File: src/logic/pwmtb_pkg.sv
// Package for the PWM time base control block.
// Assumes an APB slave with 32-bit data and one word per register.
package pwmtb_pkg;
  localparam logic [11:0] ADDR_CTRL = 12'h000;
  localparam logic [11:0] ADDR_PERIOD = 12'h004;
  localparam logic [11:0] ADDR_STATUS = 12'h008;
  localparam logic [11:0] ADDR_MASK = 12'h00C;
  localparam logic [11:0] ADDR_COUNT = 12'h010;
  localparam int RUN_BIT = 15;
  localparam int IDLE_BIT = 13;
  localparam int POST_LSB = 4;
  localparam int PRE_LSB = 2;
  localparam int MODE_LSB = 0;
  localparam logic [15:0] CTRL_WMASK = 16'hA0FF;
  localparam logic [15:0] CTRL_RESET = 16'h0000;
  localparam logic [14:0] PERIOD_RESET = 15'h7FFF;
  localparam logic [1:0] MODE_FREE = 2'h0;
  localparam logic [1:0] MODE_SINGLE = 2'h1;
  localparam logic [1:0] MODE_UPDN = 2'h2;
  localparam logic [1:0] MODE_UPDN_DBL = 2'h3;
  localparam logic [5:0] PRE_DIV1 = 6'h00;
  localparam logic [5:0] PRE_DIV4 = 6'h03;
  localparam logic [5:0] PRE_DIV16 = 6'h0F;
  localparam logic [5:0] PRE_DIV64 = 6'h3F;
  localparam int EV_PERIOD = 0;
  localparam int EV_MID = 1;
  localparam int EV_SINGLE_DONE = 2;
  localparam int EV_W = 3;
endpackage : pwmtb_pkg

File: src/logic/pwmtb_top.sv
// PWM time base with control register, period, counter and interrupts.
// Assumes an APB master on pclk; cpu_idle is a synchronous level on pclk.
// Notes on behaviour
// [RQ1] Time base counts while bit 15 is one and holds off while zero.
// [RQ2] With bit 13 set, time base halts while the CPU is idle.
// [RQ3] Bits 14 and 12 to 8 read zero and ignore writes.
// [RQ4] Bits 7 to 4 pick postscale 1:1 up to 1:16.
// [RQ5] Bits 3 to 2 pick prescale 1, 4, 16 or 64 cycles per count.
// [RQ6] Mode 00 counts up freely, wrapping at the period.
// [RQ7] Mode 01 runs one period then clears the enable bit.
// [RQ8] Mode 10 counts up to the period then down to zero, repeating.
// [RQ9] Mode 11 also raises an event at the top for a second update.
// [RQ10] Reset clears every writable control bit to zero.
// [RQ11] Postscaler counts periods and raises the period event per selected count.
module pwmtb_top (
  input wire logic pclk,
  input wire logic presetn,
  input wire logic psel,
  input wire logic penable,
  input wire logic pwrite,
  input wire logic [11:0] paddr,
  input wire logic [31:0] pwdata,
  input wire logic cpu_idle,
  output logic [31:0] prdata,
  output logic pready,
  output logic pslverr,
  output logic [14:0] tb_count,
  output logic tb_count_down,
  output logic irq
);
  typedef struct packed {
    logic [15:0] ctrl;
    logic [14:0] period;
    logic [14:0] count;
    logic down;
    logic [5:0] pre_cnt;
    logic [3:0] post_cnt;
    logic [pwmtb_pkg::EV_W-1:0] status;
    logic [pwmtb_pkg::EV_W-1:0] mask;
    logic [31:0] rdata;
    logic ready;
    logic err;
    logic irq;
  } pwmtb_state_t;

  pwmtb_state_t st_ff;
  pwmtb_state_t nxt_st;

  logic [1:0] mode;
  logic [3:0] post_sel;
  logic [5:0] pre_limit;
  logic tick;
  logic period_end;
  logic access;
  logic wr;
  logic [pwmtb_pkg::EV_W-1:0] ev;

  assign mode = st_ff.ctrl[pwmtb_pkg::MODE_LSB +: 2];
  assign post_sel = st_ff.ctrl[pwmtb_pkg::POST_LSB +: 4];
  assign access = psel && penable && !st_ff.ready;
  assign wr = access && pwrite;

  always_comb begin
    unique case (st_ff.ctrl[pwmtb_pkg::PRE_LSB +: 2])  // RQ5
      2'h0: pre_limit = pwmtb_pkg::PRE_DIV1;
      2'h1: pre_limit = pwmtb_pkg::PRE_DIV4;
      2'h2: pre_limit = pwmtb_pkg::PRE_DIV16;
      2'h3: pre_limit = pwmtb_pkg::PRE_DIV64;
    endcase
  end

  always_comb begin
    nxt_st = st_ff;
    ev = '0;
    tick = 1'b0;
    period_end = 1'b0;
    nxt_st.ready = 1'b0;
    nxt_st.err = 1'b0;
    if (st_ff.ctrl[pwmtb_pkg::RUN_BIT] &&  // RQ1
        !(st_ff.ctrl[pwmtb_pkg::IDLE_BIT] && cpu_idle)) begin  // RQ2
      if (st_ff.pre_cnt >= pre_limit) begin
        nxt_st.pre_cnt = '0;
        tick = 1'b1;
      end else begin
        nxt_st.pre_cnt = st_ff.pre_cnt + 6'h01;
      end
    end else if (!st_ff.ctrl[pwmtb_pkg::RUN_BIT]) begin
      nxt_st.pre_cnt = '0;
    end
    if (tick) begin
      if (mode == pwmtb_pkg::MODE_FREE || mode == pwmtb_pkg::MODE_SINGLE) begin
        if (st_ff.count >= st_ff.period) begin  // RQ6
          nxt_st.count = '0;
          period_end = 1'b1;
          if (mode == pwmtb_pkg::MODE_SINGLE) begin
            nxt_st.ctrl[pwmtb_pkg::RUN_BIT] = 1'b0;  // RQ7
            ev[pwmtb_pkg::EV_SINGLE_DONE] = 1'b1;
          end
        end else begin
          nxt_st.count = st_ff.count + 15'h0001;
        end
        nxt_st.down = 1'b0;
      end else if (!st_ff.down) begin  // RQ8
        if (st_ff.count >= st_ff.period) begin
          nxt_st.down = 1'b1;
          nxt_st.count = st_ff.period - 15'h0001;
          if (mode == pwmtb_pkg::MODE_UPDN_DBL) begin
            ev[pwmtb_pkg::EV_MID] = 1'b1;  // RQ9
          end
        end else begin
          nxt_st.count = st_ff.count + 15'h0001;
        end
      end else begin
        if (st_ff.count == 15'h0000) begin
          nxt_st.down = 1'b0;
          nxt_st.count = 15'h0001;
          period_end = 1'b1;
        end else begin
          nxt_st.count = st_ff.count - 15'h0001;
        end
      end
    end
    if (period_end) begin
      if (st_ff.post_cnt >= post_sel) begin  // RQ4
        nxt_st.post_cnt = '0;  // RQ11
        ev[pwmtb_pkg::EV_PERIOD] = 1'b1;
      end else begin
        nxt_st.post_cnt = st_ff.post_cnt + 4'h1;  // RQ11
      end
    end
    if (access) begin
      nxt_st.ready = 1'b1;
      nxt_st.rdata = '0;
      unique case (paddr)
        pwmtb_pkg::ADDR_CTRL: begin
          nxt_st.rdata[15:0] = st_ff.ctrl;
          if (pwrite) begin
            nxt_st.ctrl = pwdata[15:0] & pwmtb_pkg::CTRL_WMASK;  // RQ3
            if (!pwdata[pwmtb_pkg::RUN_BIT]) begin
              nxt_st.count = '0;
              nxt_st.down = 1'b0;
              nxt_st.post_cnt = '0;
            end
          end
        end
        pwmtb_pkg::ADDR_PERIOD: begin
          nxt_st.rdata[14:0] = st_ff.period;
          if (pwrite) begin
            nxt_st.period = pwdata[14:0];
          end
        end
        pwmtb_pkg::ADDR_STATUS: begin
          nxt_st.rdata[pwmtb_pkg::EV_W-1:0] = st_ff.status;
        end
        pwmtb_pkg::ADDR_MASK: begin
          nxt_st.rdata[pwmtb_pkg::EV_W-1:0] = st_ff.mask;
          if (pwrite) begin
            nxt_st.mask = pwdata[pwmtb_pkg::EV_W-1:0];
          end
        end
        pwmtb_pkg::ADDR_COUNT: begin
          nxt_st.rdata[14:0] = st_ff.count;
        end
        default: begin
          nxt_st.err = 1'b1;
        end
      endcase
    end
    if (wr && paddr == pwmtb_pkg::ADDR_STATUS) begin
      nxt_st.status = (st_ff.status & ~pwdata[pwmtb_pkg::EV_W-1:0]) | ev;
    end else begin
      nxt_st.status = st_ff.status | ev;
    end
    nxt_st.irq = |(nxt_st.status & nxt_st.mask);
  end

  always_ff @(posedge pclk or negedge presetn) begin
    if (!presetn) begin
      st_ff <= '0;
      st_ff.ctrl <= pwmtb_pkg::CTRL_RESET;  // RQ10
      st_ff.period <= pwmtb_pkg::PERIOD_RESET;
    end else begin
      st_ff <= nxt_st;
    end
  end

  assign prdata = st_ff.rdata;
  assign pready = st_ff.ready;
  assign pslverr = st_ff.err;
  assign tb_count = st_ff.count;
  assign tb_count_down = st_ff.down;
  assign irq = st_ff.irq;
endmodule // pwmtb_top

File: config.mk
export PLATFORM = sky130hd
export DESIGN_NAME = pwmtb_top
export DESIGN_NICKNAME = d
export VERILOG_FILES = /design/src/logic/pwmtb_pkg.sv /design/src/logic/pwmtb_top.sv
export SDC_FILE = /design/constraint.sdc
export NUM_CORES = 1
export LEC_CHECK = 0
export ABC_AREA = 0
export BUFFER_PORTS_ARGS = -buffer_cell sky130_fd_sc_hd__buf_2
export CAP_MARGIN = 10
export CORE_UTILIZATION = 57
export CTS_BUF_LIST = sky130_fd_sc_hd__clkbuf_16
export DETAILED_ROUTE_END_ITERATION = 16
export PLACE_DENSITY = 0.82
export SETUP_SLACK_MARGIN = 0.1
export SKIP_CTS_REPAIR_TIMING = 1
export SYNTH_ARGS = -nofsm -noshare
export SYNTH_HDL_FRONTEND = slang
export SYNTH_SLANG_ARGS = --single-unit
File: constraint.sdc
create_clock -name pclk -period 4.2 [get_ports pclk]
set_input_delay 0.84 -clock pclk [delete_from_list [all_inputs] [get_ports pclk]]
set_output_delay 0.84 -clock pclk [all_outputs]
set_load 0.01 [all_outputs]
======== Word level (Yosys, flattened, before mapping) ========
Cells that the tools add are included.
storage, ports and cells
  flip-flop bits (word level) ............. 76
  word-level logic and storage cells ...... 107
operators by class
  add/subtract/negate cells ............... 5
  order comparisons ....................... 3
  eq/ne operators ......................... 10
  mux-type cells .......................... 54
  bitwise operators ....................... 5
  reduce and logical (&&, ||, !) cells .... 17
operator list
  kind                                                                     number
  16-bit two-way mux                                                       8
  15-bit two-way mux                                                       5
  47-bit two-way mux                                                       1
  37-bit two-way mux                                                       1
  12-bit case mux with 3 select lines                                      1
  15-bit by 1-bit subtractor with 15-bit output (second input constant)    2
  12-bit by 4-bit equality test with 1-bit output (second input constant)  2
  4-bit two-way mux                                                        6
  6-bit case mux with 4 select lines                                       1
  1-bit two-way mux                                                        23
  6-bit two-way mux                                                        3
  15-bit by 1-bit adder with 15-bit output (second input constant)         1
  15-bit greater-or-equal comparator                                       1
  15-bit logical NOT                                                       1
  3-bit case mux with 5 select lines                                       1
  12-bit by 3-bit equality test with 1-bit output (second input constant)  1
  12-bit by 5-bit equality test with 1-bit output (second input constant)  1
  12-bit logical NOT                                                       1
  3-bit two-way mux                                                        3
  6-bit by 1-bit adder with 6-bit output (second input constant)           1
  3-bit AND                                                                2
  2-bit equality test (second input constant)                              3
  6-bit greater-or-equal comparator                                        1
  1-bit logical AND                                                        6
  13 further kinds                                                         18

======== Longest topological paths before layout ========
  word-level depth ........................ 11
  mapped depth ............................ 11
  depth with buffers taken out ............ 9

======== Worst setup path before layout ========
Ideal clock, no wire load.
  path kind ............................... flip-flop to flip-flop
  start point ............................. register st_ff (netlist bit tb_count[0])
  end point ............................... register st_ff (netlist bit tb_count[12])
  library setup time ...................... 0.132 ns
  arrival ................................. 2.854 ns
  slack ................................... 1.214 ns
  cell stages (with the launch flop) ...... 11
  buffers on the path ..................... 1
  clock period less this slack ............ 2.986 ns
  cell sequence ........................... dfrtp_1 > clkbuf_1 > inv_1 > ha_1 > or4b_4 > or4_4 > or3_4 > o21ai_4 > o31ai_1 > a2111oi_1 > nor2_1
RTL lines
  item                      RTL line          RTL
  start: declaration        pwmtb_top.sv:46   pwmtb_state_t st_ff;
  start signal: assignment  pwmtb_top.sv:183  st_ff <= nxt_st;

==> flow_summary_export.csv <==
group,metric,value,unit
logic_synthesis,synth-adder-area-share,0.06884,
worst_hold_path,hp-class,"flop to flop",
detailed_routing,drtIter0Drc,487,
timing,fin_crit_sh,0.8124,
detailed_routing,via_per_inst,6.060,
setup_path,worst-endpoint-required,4420,ps
setup_path,cpMaxStageDelayCell,"a2111oi_0",
logic_synthesis,netlist_top_cells_area,"dfrtp_1, dfstp_2, ha_1",
timing,setup_tns,0,ps
timing,rsz0062_at_grt,"no",
worst_hold_path,holdPathStages,2,
logic_synthesis,yosysSeqAreaShare,0.3522,
setup_path,r2r_cells,9,
pwr,leakage,2.818,nW
logic_synthesis,synthXorXnorAreaFrac,0.03855,
cts,tritoncts,"yes",
die,die_h,99.81,microns
detailed_routing,wl_per_cell,17.30,microns
pwr,powerDensity,290.0,mW/mm^2
cts,ctsLongestPathBuffers,2,
finish,final_layout_size_suffix_gt1_frac,0.1970,
detailed_routing,drtAntennaViolNets,0,
place,dpl_worst_slack,819.1,ps
logic_synthesis,synth_top_cell_area_share,0.2799,
logic_synthesis,yosys.area_share.simple,0.1966,
setup_path,cp_common_cell,"or2_2",
global_route,grt_pass1_vias,4698,
timing,final_max_slew_viol_count,0,
logic_synthesis,post_synth_inst_count,641,
timing,setup_viol,0,
timing,whs,476.5,ps
cts,clk_pin_slew,70,ps
timing,finalClockSkew,5.062,ps
detailed_routing,wirelength,13820,microns
setup_path,crit_path_end_kind,"flop",
detailed_routing,drt_first_pass_iters,5,
place,port_buffers,68,
die,rows,35,
cts,cts_sinks,76,
logic_synthesis,synth_largest_area_cell,"dfrtp_1",
pwr,ir_drop,171.8,uV
timing,worst_pin_slew,986.0,ps
detailed_routing,vias,4842,
cts,cts_buffers,9,
timing,layout_min_cycle_time,3412,ps
finish,finalNonFillerCells,799,
timing,fin_ws,788.0,ps
place,dpl.hpwl,10140,microns
logic_synthesis,yosys_warnings,0,
global_route,grt_max_degree,77,
setup_path,crit_path_start_kind,"flop",
timing,max_freq,293.1,MHz
logic_synthesis,synth_seq_cells,76,
setup_path,cp.arrival,3630,ps
logic_synthesis,synth_edf_count,0,
finish,nFillCells,753,
setup_path,regToRegSetupSlack,790,ps
die,core_area,0.009240,sq mm
setup_path,max_stage_delay,600,ps
timing,finalHoldViolations,0,
logic_synthesis,yosys-mux-area-fraction,0.04497,
cts,insertion_delay,340,ps
global_route,grt_usage,0.2908,
finish,nets,745,
logic_synthesis,postSynthAreaPerCell,8.507,sq um
die,die_x,99.81,microns
cts,h-tree-depth,3,
logic_synthesis,synthArstFlopShare,1.000,
logic_synthesis,synth_flop_cell,"dfrtp_1",
cts,cts_root_buf,"clkbuf_16",
timing,relSlewSlack,0.3366,
outcome,status,"finished, final reports clean",
logic_synthesis,ys_types,64,
place,gp_congestion,0.9500,
global_route,globalRouteOverflowTotal,0,
logic_synthesis,synth_common_cells,"nand2_1, dfrtp_1, o21ai_0",
die,die_area,0.009961,sq mm
job,cap_violations,0,
setup_path,crit_chain,"or2_2 -> ha_1 -> nand2b_1 -> a2111oi_0 -> nor4_1 -> or2_2 -> o211ai_1 -> o21ai_0 -> a221o_1",
die,ios,101,
die,initial_core_util,0.5901,
logic_synthesis,synth_compound_gate_area_share,0.1840,
place,dp_cells,783,
finish,area_growth,8.880,%
detailed_routing,drc,0,
setup_path,critPathKind,"flop to flop",
global_route,antenna_found_initial,0,
finish,diodes,0,
logic_synthesis,synth_top_family_by_area,"simple AND/OR/NAND/NOR gates",
global_route,grt_first_pass_wirelength,23020,microns
logic_synthesis,syn_area,0.005453,sq mm
setup_path,crit_fanout,27,
logic_synthesis,synth.most_common_cell,"nand2_1",
critical path: cells and delay by family, from the launching register on:
kind,cells,cell delay [ps]
flops,1,420
compound gates,4,1450
fa+ha+maj,1,270
simple gates,4,1160
routing by layer:
metal,up-vias,track usage,part of all wire
met3,35,0.03969,0.065
li1,2292,-,-
met4,0,0.1120,0.024
met5,-,0,0
met1,2307,0.3911,0.44
met2,208,0.4780,0.48
per-stage QoR:
stage                       util  power [mW]  instance area [sq um]
after floorplan                -      0.8293                   5509
after global placement    0.6066      0.8625                   5605
after detailed placement  0.6066      0.8655                   5605
after CTS                 0.6425       1.728                   5937
after global routing      0.6425       1.769                   5937
final                     0.6425       1.722                   5937
cell type report:
class | instances | area (sq um) | share of cell area
Multi-Input combinational cell | 464 | 2967 | 0.4997
Inverter | 35 | 131.4 | 0.02213
Tap cell | 129 | 161.4 | 0.02719
Sequential cell | 76 | 1921 | 0.3235
Clock inverter | 7 | 106.4 | 0.01791
Clock buffer | 9 | 225.2 | 0.03793
Timing Repair Buffer | 79 | 425.4 | 0.07165
power by group:
part,switching (mW),internal (mW)
Combinational,0.0724,0.0380
Sequential,0.00604,0.738
Clock,0.336,0.531
worst paths after layout:
kind | from | endpoint
worst min register to register | prdata[10]$_DFFE_PN0P_ | prdata[10]$_DFFE_PN0P_
min in group asynchronous | presetn | st_ff[47]$_DFFE_PN0P_
worst max-delay path | st_ff[85]$_DFFE_PN0P_ | irq$_DFF_PN0_
max in group asynchronous | presetn | tb_count[10]$_DFF_PN0_
worst max register to register | st_ff[85]$_DFFE_PN0P_ | irq$_DFF_PN0_
worst min-delay path | prdata[10]$_DFFE_PN0P_ | prdata[10]$_DFFE_PN0P_
registers in the layout, indices dropped and copies added, names as in the netlist:
signal and flops:
mode 2, post_sel 4, pslverr 1, tb_count_down 1, tb_count 15, irq 1, prdata 16, st_ff 35
pready 1
cell families after synthesis:
logic type | after synthesis
simple gates | 215
buf+inv | 116
xor+xnor | 24
other cells | 1
mux | 23
fa+ha+maj | 30
flops | 76
compound gates | 156
layout by cell type (no fill, tap or decap), types with 5 or more instances in the layout:
master,n
o211ai_1,8
nand2b_1,6
or4_1,5
or2_2,5
a21oi_1,25
nand4_1,7
nor3b_1,5
nor2_1,32
ha_1,30
mux2_2,12
buf_4,12
dfstp_2,15
nand2_1,74
nor3_1,13
a211oi_1,5
nor4_1,13
conb_1,16
a22oi_1,7
dfrtp_1,61
o21ai_0,57
a221oi_1,5
and3_1,8
inv_1,34
a22o_1,6
mux2i_1,11
clkbuf_16,9
nand3_1,28
buf_2,67
xnor2_1,19
xor2_1,5
o22ai_1,8
Power figures use the tool's default switching activity.
